### config.mk
export PLATFORM = sky130hd
export DESIGN_NAME = rssa_core
export DESIGN_NICKNAME = d
export VERILOG_FILES = /design/src/hdl/rssa_arith.v /design/src/hdl/rssa_decode.v /design/src/hdl/rssa_core.v
export VERILOG_INCLUDE_DIRS = /design/src /design/src/hdl
export SDC_FILE = /design/constraint.sdc
export NUM_CORES = 1
export LEC_CHECK = 0
export BUFFER_PORTS_ARGS = -buffer_cell sky130_fd_sc_hd__buf_2
export CORE_ASPECT_RATIO = 1.5
export CORE_MARGIN = 2
export CORE_UTILIZATION = 56
export DETAILED_ROUTE_END_ITERATION = 8
export PLACE_DENSITY = 0.86
export REMOVE_ABC_BUFFERS = 1
export SETUP_SLACK_MARGIN = 0.4
export SLEW_MARGIN = 20
export SYNTH_ARGS = -nofsm -noshare
export SYNTH_HDL_FRONTEND = slang
export SYNTH_SLANG_ARGS = --single-unit
### constraint.sdc
create_clock -name core_clk -period 7.4 [get_ports core_clk]
set_clock_uncertainty 0.2 [all_clocks]
set_input_delay 2.22 -clock core_clk [delete_from_list [all_inputs] [get_ports core_clk]]
set_output_delay 2.22 -clock core_clk [all_outputs]
set_load 0.05 [all_outputs]
### src/hdl/rssa_defines.vh
// Shared constants of the rotate/shift/subtract datapath: opcodes, flag positions,
// register offsets, reset values and instruction timing.
// Assumes inclusion by bare name from every design file of the block.
`ifndef RSSA_DEFINES_VH
`define RSSA_DEFINES_VH

// Opcodes
`define RSSA_OP_RRC_R 8'hc0
`define RSSA_OP_RRC_IR 8'hc1
`define RSSA_OP_SRA_R 8'hd0
`define RSSA_OP_SRA_IR 8'hd1
`define RSSA_OP_SCF 8'hdf
`define RSSA_OP_STOP 8'h7f
`define RSSA_OP_SUB_FIRST 8'h22
`define RSSA_OP_SUB_LAST 8'h26
`define RSSA_OP_SBC_FIRST 8'h32
`define RSSA_OP_SBC_LAST 8'h36

// Datapath operation classes
`define RSSA_ALU_NONE 3'h0
`define RSSA_ALU_SUB 3'h1
`define RSSA_ALU_SBC 3'h2
`define RSSA_ALU_RRC 3'h3
`define RSSA_ALU_SRA 3'h4
`define RSSA_ALU_SCF 3'h5

// Flag bit positions
`define RSSA_FLAG_C 7
`define RSSA_FLAG_Z 6
`define RSSA_FLAG_S 5
`define RSSA_FLAG_V 4
`define RSSA_FLAG_D 3
`define RSSA_FLAG_H 2
`define RSSA_FLAGS_MASK 8'hfc
`define RSSA_FLAGS_RST 8'h00

// Register offsets
`define RSSA_ADDR_FLAGS 4'h0
`define RSSA_ADDR_STATUS 4'h4
`define RSSA_ADDR_RESULT 4'h8
`define RSSA_ADDR_OPCODE 4'hc

// Instruction sizes and cycle counts
`define RSSA_BYTES_1 2'h1
`define RSSA_BYTES_2 2'h2
`define RSSA_BYTES_3 2'h3
`define RSSA_CYC_SHORT 4'h4
`define RSSA_CYC_LONG 4'h6

`endif

### src/hdl/rssa_arith.v
// Combinational result and flag unit for subtract, rotate, shift and set-carry.
// Assumes the caller holds operands and flags stable while it samples the outputs.
`timescale 1ns/1ps
`include "rssa_defines.vh"

module rssa_arith (
  // Operation and operands
  input wire [2:0] aluOp,
  input wire [7:0] dstVal,
  input wire [7:0] srcVal,
  input wire [7:0] flagsIn,
  // Results
  output reg [7:0] resultVal,
  output reg [7:0] flagsOut,
  output reg dstWrite
);

  wire subCin;
  wire [8:0] diffSum;
  wire [4:0] lowSum;

  // Two's complement add; the borrow enters as an inverted carry
  assign subCin = (aluOp == `RSSA_ALU_SBC) ? ~flagsIn[`RSSA_FLAG_C] : 1'b1;
  assign diffSum = {1'b0, dstVal} + {1'b0, ~srcVal} + {8'h00, subCin};
  assign lowSum = {1'b0, dstVal[3:0]} + {1'b0, ~srcVal[3:0]} + {4'h0, subCin};

  always @* begin
    resultVal = dstVal;
    flagsOut = flagsIn;
    dstWrite = 1'b0;
    case (aluOp)
      `RSSA_ALU_SUB, `RSSA_ALU_SBC: begin
        resultVal = diffSum[7:0];
        dstWrite = 1'b1;
        flagsOut[`RSSA_FLAG_C] = ~diffSum[8];
        flagsOut[`RSSA_FLAG_Z] = (diffSum[7:0] == 8'h00);
        flagsOut[`RSSA_FLAG_S] = diffSum[7];
        flagsOut[`RSSA_FLAG_V] = (dstVal[7] != srcVal[7]) && (diffSum[7] == srcVal[7]);
        flagsOut[`RSSA_FLAG_D] = 1'b1;
        flagsOut[`RSSA_FLAG_H] = ~lowSum[4];
      end
      `RSSA_ALU_RRC: begin
        resultVal = {flagsIn[`RSSA_FLAG_C], dstVal[7:1]};
        dstWrite = 1'b1;
        flagsOut[`RSSA_FLAG_C] = dstVal[0];
        flagsOut[`RSSA_FLAG_Z] = ({flagsIn[`RSSA_FLAG_C], dstVal[7:1]} == 8'h00);
        flagsOut[`RSSA_FLAG_S] = flagsIn[`RSSA_FLAG_C];
        flagsOut[`RSSA_FLAG_V] = dstVal[7] ^ flagsIn[`RSSA_FLAG_C];
      end
      `RSSA_ALU_SRA: begin
        resultVal = {dstVal[7], dstVal[7:1]};
        dstWrite = 1'b1;
        flagsOut[`RSSA_FLAG_C] = dstVal[0];
        flagsOut[`RSSA_FLAG_Z] = (dstVal[7:1] == 7'h00);
        flagsOut[`RSSA_FLAG_S] = dstVal[7];
        flagsOut[`RSSA_FLAG_V] = 1'b0;
      end
      `RSSA_ALU_SCF: begin
        flagsOut[`RSSA_FLAG_C] = 1'b1;
      end
      default: begin
        resultVal = dstVal;
      end
    endcase
  end

endmodule // rssa_arith

### src/hdl/rssa_decode.v
// Opcode decoder: operation class, size, cycle count and operand fields.
// Assumes byte1 and byte2 are the instruction bytes that follow the opcode.
`timescale 1ns/1ps
`include "rssa_defines.vh"

module rssa_decode (
  // Instruction bytes
  input wire [7:0] opcode,
  input wire [7:0] byte1,
  input wire [7:0] byte2,
  // Decoded attributes
  output reg legal,
  output reg stopOp,
  output reg [2:0] aluOp,
  output reg [1:0] numBytes,
  output reg [3:0] numCycles,
  // Decoded operand fields
  output reg [7:0] dstAddr,
  output reg [7:0] srcAddr,
  output reg dstIndirect,
  output reg srcIndirect,
  output reg srcImm,
  output reg workForm
);

  wire isSub;
  wire isSbc;

  assign isSub = (opcode >= `RSSA_OP_SUB_FIRST) && (opcode <= `RSSA_OP_SUB_LAST);
  assign isSbc = (opcode >= `RSSA_OP_SBC_FIRST) && (opcode <= `RSSA_OP_SBC_LAST);

  always @* begin
    legal = 1'b1;
    stopOp = 1'b0;
    aluOp = `RSSA_ALU_NONE;
    numBytes = `RSSA_BYTES_1;
    numCycles = `RSSA_CYC_SHORT;
    dstAddr = 8'h00;
    srcAddr = 8'h00;
    dstIndirect = 1'b0;
    srcIndirect = 1'b0;
    srcImm = 1'b0;
    workForm = 1'b0;
    if (isSub || isSbc) begin
      aluOp = isSbc ? `RSSA_ALU_SBC : `RSSA_ALU_SUB;
      case (opcode[3:0])
        4'h2, 4'h3: begin
          numBytes = `RSSA_BYTES_2;
          numCycles = opcode[0] ? `RSSA_CYC_LONG : `RSSA_CYC_SHORT;
          workForm = 1'b1;
          dstAddr = {4'h0, byte1[7:4]};
          srcAddr = {4'h0, byte1[3:0]};
          srcIndirect = opcode[0];
        end
        4'h4, 4'h5: begin
          numBytes = `RSSA_BYTES_3;
          numCycles = `RSSA_CYC_LONG;
          srcAddr = byte1;
          dstAddr = byte2;
          srcIndirect = opcode[0];
        end
        default: begin
          numBytes = `RSSA_BYTES_3;
          numCycles = `RSSA_CYC_LONG;
          dstAddr = byte1;
          srcAddr = byte2;
          srcImm = 1'b1;
        end
      endcase
    end else begin
      case (opcode)
        `RSSA_OP_RRC_R, `RSSA_OP_RRC_IR, `RSSA_OP_SRA_R, `RSSA_OP_SRA_IR: begin
          aluOp = opcode[4] ? `RSSA_ALU_SRA : `RSSA_ALU_RRC;
          numBytes = `RSSA_BYTES_2;
          numCycles = `RSSA_CYC_SHORT;
          dstAddr = byte1;
          dstIndirect = opcode[0];
        end
        `RSSA_OP_SCF: begin
          aluOp = `RSSA_ALU_SCF;
        end
        `RSSA_OP_STOP: begin
          stopOp = 1'b1;
        end
        default: begin
          legal = 1'b0;
        end
      endcase
    end
  end

endmodule // rssa_decode

### src/hdl/rssa_core.v
// Execution core: accepts one instruction at a time, times it, commits result
// and flags, manages stop mode, and exposes flags and status on a register port.
// Assumes the fetch logic delivers operand values together with the instruction
// and performs the write-back that the wb outputs describe.
//
// Design decisions made here: the strobed register port and the placing of the registers.
`timescale 1ns/1ps
`include "rssa_defines.vh"

// Overview of operation
// - Rotate right through carry, C0/C1, 4 cycles
// - Rotate flags: Z, S, V sign change
// - Borrow subtract: dst minus src minus carry
// - Borrow subtract chains previous borrow
// - Borrow subtract sets C, Z, S
// - Borrow subtract overflow from operand signs
// - Subtracts set D, H is half borrow
// - Set carry DF, other flags kept
// - Signed shift right D0/D1, 4 cycles
// - Shift flags: C, Z, S, V cleared
// - Stop opcode 7F halts both clocks
// - Stop mode keeps all register contents; a register-port write still changes the flags
// - Stop ends on reset or interrupt
// - Plain subtract dst minus src, 22-26
// - Plain subtract overflow from operand signs
// - Plain subtract carry marks borrow
module rssa_core (
  // Clock and reset
  input wire core_clk,
  input wire arst_n,
  // Instruction issue
  input wire instrValid,
  input wire [7:0] instrOpcode,
  input wire [7:0] instrByte1,
  input wire [7:0] instrByte2,
  input wire [7:0] dstValue,
  input wire [7:0] srcValue,
  output wire instrReady,
  // Completion and write-back
  output reg execDone_reg,
  output reg illegalOp_reg,
  output reg wbWrite_reg,
  output reg [7:0] wbData_reg,
  output reg [7:0] wbAddr_reg,
  output reg wbIndirect_reg,
  output reg wbWork_reg,
  // Decoded instruction attributes
  output reg [7:0] srcAddr_reg,
  output reg srcIndirect_reg,
  output reg srcImm_reg,
  output reg [1:0] instrBytes_reg,
  output reg [3:0] instrCycles_reg,
  // Flags and clock control
  output reg [7:0] flags_reg,
  output wire stopMode,
  output wire cpuClkEn,
  output wire sysClkEn,
  input wire extIrq,
  // Register port
  input wire [3:0] regAddr,
  input wire [7:0] regWdata,
  input wire regWrite,
  input wire regRead,
  output reg [7:0] regRdata_reg
);

  localparam [2:0] ST_IDLE = 3'b001;
  localparam [2:0] ST_EXEC = 3'b010;
  localparam [2:0] ST_STOP = 3'b100;

  reg [2:0] state_reg;
  reg [2:0] state_next;
  reg [3:0] cnt_reg;
  reg [2:0] aluOp_reg;
  reg stopOp_reg;
  reg [7:0] dstVal_reg;
  reg [7:0] srcVal_reg;
  reg [7:0] opcode_reg;

  wire decLegal;
  wire decStop;
  wire [2:0] decAluOp;
  wire [1:0] decBytes;
  wire [3:0] decCycles;
  wire [7:0] decDstAddr;
  wire [7:0] decSrcAddr;
  wire decDstInd;
  wire decSrcInd;
  wire decSrcImm;
  wire decWork;
  wire [7:0] aluResult;
  wire [7:0] aluFlags;
  wire aluWrite;
  wire accept;
  wire commit;
  wire [7:0] statusWord;
  reg [7:0] readMux;

  rssa_decode u_decode (
    .opcode(instrOpcode),
    .byte1(instrByte1),
    .byte2(instrByte2),
    .legal(decLegal),
    .stopOp(decStop),
    .aluOp(decAluOp),
    .numBytes(decBytes),
    .numCycles(decCycles),
    .dstAddr(decDstAddr),
    .srcAddr(decSrcAddr),
    .dstIndirect(decDstInd),
    .srcIndirect(decSrcInd),
    .srcImm(decSrcImm),
    .workForm(decWork)
  );

  // Computed at commit from the latched operands and the live flags
  rssa_arith u_arith (
    .aluOp(aluOp_reg),
    .dstVal(dstVal_reg),
    .srcVal(srcVal_reg),
    .flagsIn(flags_reg),
    .resultVal(aluResult),
    .flagsOut(aluFlags),
    .dstWrite(aluWrite)
  );

  assign instrReady = (state_reg == ST_IDLE);
  assign accept = instrValid && instrReady && decLegal;
  assign commit = (state_reg == ST_EXEC) && (cnt_reg == 4'h0);
  assign stopMode = (state_reg == ST_STOP);
  assign cpuClkEn = ~stopMode;
  assign sysClkEn = ~stopMode;
  assign statusWord = {6'h00, (state_reg == ST_EXEC), stopMode};

  always @* begin
    state_next = state_reg;
    case (state_reg)
      ST_IDLE: begin
        if (accept) begin
          state_next = ST_EXEC;
        end
      end
      ST_EXEC: begin
        if (commit) begin
          state_next = stopOp_reg ? ST_STOP : ST_IDLE;
        end
      end
      ST_STOP: begin
        // Only an interrupt leaves here; reset returns to idle directly
        if (extIrq) begin
          state_next = ST_IDLE;
        end
      end
      default: begin
        state_next = ST_IDLE;
      end
    endcase
  end

  // Sequencer; in stop mode only state_reg changes, on an interrupt, so all other state is retained
  always @(posedge core_clk or negedge arst_n) begin
    if (!arst_n) begin
      state_reg <= ST_IDLE;
      cnt_reg <= 4'h0;
      aluOp_reg <= `RSSA_ALU_NONE;
      stopOp_reg <= 1'b0;
      dstVal_reg <= 8'h00;
      srcVal_reg <= 8'h00;
      opcode_reg <= 8'h00;
    end else begin
      state_reg <= state_next;
      if (accept) begin
        cnt_reg <= decCycles - 4'h1;
        aluOp_reg <= decAluOp;
        stopOp_reg <= decStop;
        dstVal_reg <= dstValue;
        srcVal_reg <= srcValue;
        opcode_reg <= instrOpcode;
      end else if ((state_reg == ST_EXEC) && (cnt_reg != 4'h0)) begin
        cnt_reg <= cnt_reg - 4'h1;
      end
    end
  end

  // Decoded attributes, held from acceptance until the next one
  always @(posedge core_clk or negedge arst_n) begin
    if (!arst_n) begin
      wbAddr_reg <= 8'h00;
      wbIndirect_reg <= 1'b0;
      wbWork_reg <= 1'b0;
      srcAddr_reg <= 8'h00;
      srcIndirect_reg <= 1'b0;
      srcImm_reg <= 1'b0;
      instrBytes_reg <= 2'h0;
      instrCycles_reg <= 4'h0;
    end else if (accept) begin
      wbAddr_reg <= decDstAddr;
      wbIndirect_reg <= decDstInd;
      wbWork_reg <= decWork;
      srcAddr_reg <= decSrcAddr;
      srcIndirect_reg <= decSrcInd;
      srcImm_reg <= decSrcImm;
      instrBytes_reg <= decBytes;
      instrCycles_reg <= decCycles;
    end
  end

  // Completion strobes and result
  always @(posedge core_clk or negedge arst_n) begin
    if (!arst_n) begin
      execDone_reg <= 1'b0;
      illegalOp_reg <= 1'b0;
      wbWrite_reg <= 1'b0;
      wbData_reg <= 8'h00;
    end else begin
      execDone_reg <= commit;
      illegalOp_reg <= instrValid && instrReady && !decLegal;
      wbWrite_reg <= commit && aluWrite;
      if (commit && aluWrite) begin
        wbData_reg <= aluResult;
      end
    end
  end

  // Flags: a commit wins over a software write in the same cycle
  always @(posedge core_clk or negedge arst_n) begin
    if (!arst_n) begin
      flags_reg <= `RSSA_FLAGS_RST;
    end else if (commit) begin
      flags_reg <= aluFlags;
    end else if (regWrite && (regAddr == `RSSA_ADDR_FLAGS)) begin
      flags_reg <= regWdata & `RSSA_FLAGS_MASK;
    end
  end

  always @* begin
    case (regAddr)
      `RSSA_ADDR_FLAGS: readMux = flags_reg;
      `RSSA_ADDR_STATUS: readMux = statusWord;
      `RSSA_ADDR_RESULT: readMux = wbData_reg;
      `RSSA_ADDR_OPCODE: readMux = opcode_reg;
      default: readMux = 8'h00;
    endcase
  end

  // Read data stand for exactly the cycle after the strobe
  always @(posedge core_clk or negedge arst_n) begin
    if (!arst_n) begin
      regRdata_reg <= 8'h00;
    end else begin
      regRdata_reg <= regRead ? readMux : 8'h00;
    end
  end

endmodule // rssa_core

==> run metrics <==
CTS Buf Count=9; # diodes=0; post-CTS setup buffers=0; Sw Share=between 30% and 40%; Worst setup EP type=flip-flop; total power draw=around 1.5 mW; Post-DRT Antenna Nets=0; YS warnings=0; setup TNS=0 ns; antenna violations before repair=0; Setup Viol. Count Final=0; Seq pwr share=39.2%; core region area=7660 um2; hold path startpoint=instrCycles_reg[2]; Syn Inst Count=473; FF-to-FF setup slack=3.20 ns; fraction of registers with async set/reset=100%; Clock Latency Late Sink=0.35 ns; static leakage=between 2 and 3 nW; Final Slew Violations=0; placed insts=658; r2r worst-path depth=10; Worst Path Arrival=4.90 ns; CTS-repair resized insts=0; Syn Std Cell Area=4440 um2; Final HPWL DP=7.83 mm; Worst path max stage delay=between 0.8 and 0.9 ns; worst vdd rail ir drop=0.000173 V; Top FF cell, synth=dfrtp_1; Max H-tree Level=3; total die area=8670 um2; Die Span X=76.7 um; Post-CTS Hold Buffers=0; Worst path slowest cell=a31oi_4; Remaining DRCs=0; CP Cell Sequence=buf_2, or4b_1, or3_1, a31oi_4, o21ai_0, nand2_1, o211ai_2; WP buf/inv=1; final hold violation count=0; P per Cell Area=around 300 nW/um2; DR vias=3915; Req. time, crit path=roughly 7.4 ns; area leader, netlist=dfrtp_1; first-pass GRT wire length=18.0 mm; # rows=39; Layout fillers=638; TritonCTS clock tree=done; FF-to-FF End=flags_reg[7]; HP Class=flip-flop to flip-flop; worst-margin pin slew=0.990 ns; layout cell share with drive strength beyond 1=25.9%; Final #Nets=636; wirelength, routed=10.7 mm; unrepaired setup endpoints after global routing=false; P_int=between 0.9 and 1 mW; grt ovf=0; share of the synthesized area in the top cell type=46.8%; FF-to-FF Start=flags_reg[7]; most frequent cells after synthesis=nand2_1, dfrtp_1, nor2_1, o21ai_0, a22oi_1; Finished Layout Cells=674; total global-route track usage=a little over a quarter; FMAX=0.205 GHz; Tmin final=4.88 ns; clk buf depth=2; worst-path fanout max=42; chip height=113 um; clk root buf=clkbuf_16; DR iter-0 viols=approximately 260; I/O Pins=115; Final period util=65.9%; hold path depth=1; CP Launch Type=input port; Comb pwr share=34.1%; Crit Path Class=input port to flip-flop; Placer Congestion=0.910; Pre-antenna DRT Iters=8; most frequent cell after synthesis=nand2_1; Num Clock Sinks=84; Routed WL per cell=15.9 um; vias in the first global route=3842; max_slew headroom=34.0%; Max Cap Violations=0; post-synthesis register bit count=84; largest cells by area after synthesis=dfrtp_1, nand2_1, a22oi_1; Clock power frac=26.6%; mean area per synthesized cell=9.38 um2; CP top delay family=simple AND/OR/NAND/NOR gates; Worst Hold End=instrCycles_reg[2]; Post-synth EDFFs=0; Port-buffer cells=108; post-synthesis sequential area ratio=47.4%; status=finished clean; Worst-path clk slew=0.06 ns; NetSw=0.581 mW; vias per cell=5.81; Layout Area Growth over Synthesis=17.5%; Initial Util=57.9%; largest net degree at the start of global routing=85; post-synth cell types=63
through the flow:
stage               hold WS [ns]  setup WS (ns)  area (um2)  util [%]
CTS                        0.266           2.50        5210      68.0
floorplan                  0.240           2.54        4260         -
global route               0.288           2.29        5210      68.1
detailed placement         0.249           2.16        4940      64.5
global placement           0.245           2.23        4940      64.5
finish                     0.260           2.52        5210      68.1
layout by cell type, fill, tap and decap left out, types with 9 or more instances in the layout:
cell / count
o31ai_1: 9
nand2_1: 95
o21ai_0: 31
ha_1: 9
a22oi_1: 22
nor2b_1: 9
buf_2: 107
mux2_2: 11
dfrtp_1: 83
inv_1: 20
a21oi_1: 15
clkbuf_16: 9
nor2_1: 40
cell families (layout without fill, tap and decap cells):
logic type,count (synthesis),in the layout,share of synthesized area (%)
AOI/OAI and AO/OA,129,129,20.5
xor gates and xnor gates,8,8,1.58
adders and majority gates,11,11,3.44
buffers and inverters,49,145,5.92
DFF,84,84,47.4
muxes,14,14,3.47
other,1,4,0.0845
and+or+nand+nor,177,177,17.6
area by class of cell:
cell class | count | area (um2) | area share [%]
inverters | 20 | 75.1 | 1.44
repair buffers | 109 | 554 | 10.6
flip-flops and latches | 84 | 2100 | 40.3
multi-input cells | 343 | 2080 | 39.9
well taps | 102 | 128 | 2.45
clock buffers | 12 | 246 | 4.73
clock inverters | 4 | 25.0 | 0.480
worst max-delay path by stage:
stage / startpoint / to / slack, ns / depth (start not counted)
after global placement: instrOpcode[3] / cnt_reg[2] / 2.23 / 7
after CTS: instrOpcode[3] / cnt_reg[2] / 2.50 / 7
final: instrOpcode[3] / cnt_reg[2] / 2.52 / 7
after detailed placement: instrOpcode[3] / cnt_reg[2] / 2.16 / 7
after floorplan: instrOpcode[3] / cnt_reg[2] / 2.54 / 8
after global routing: instrOpcode[3] / cnt_reg[2] / 2.29 / 7
per-layer routing:
metal / share of wire, % / track usage, %
met5: 0 / 0
met4: 4.0 / 13.9
met3: 5.0 / 5.34
met2: 50 / 44.5
met1: 41 / 31.3
power by group through the flow:
| stage | Clock (mW) | Sequential [mW] | Combinational [mW] |
|---|---|---|---|
| floorplan | 0 | 0.700 | 0.284 |
| global placement | 0 | 0.608 | 0.505 |
| detailed placement | 0 | 0.612 | 0.522 |
| CTS | 0.415 | 0.604 | 0.526 |
| global route | 0.435 | 0.616 | 0.579 |
| finish | 0.411 | 0.605 | 0.527 |
Power figures use the tool's default switching activity.
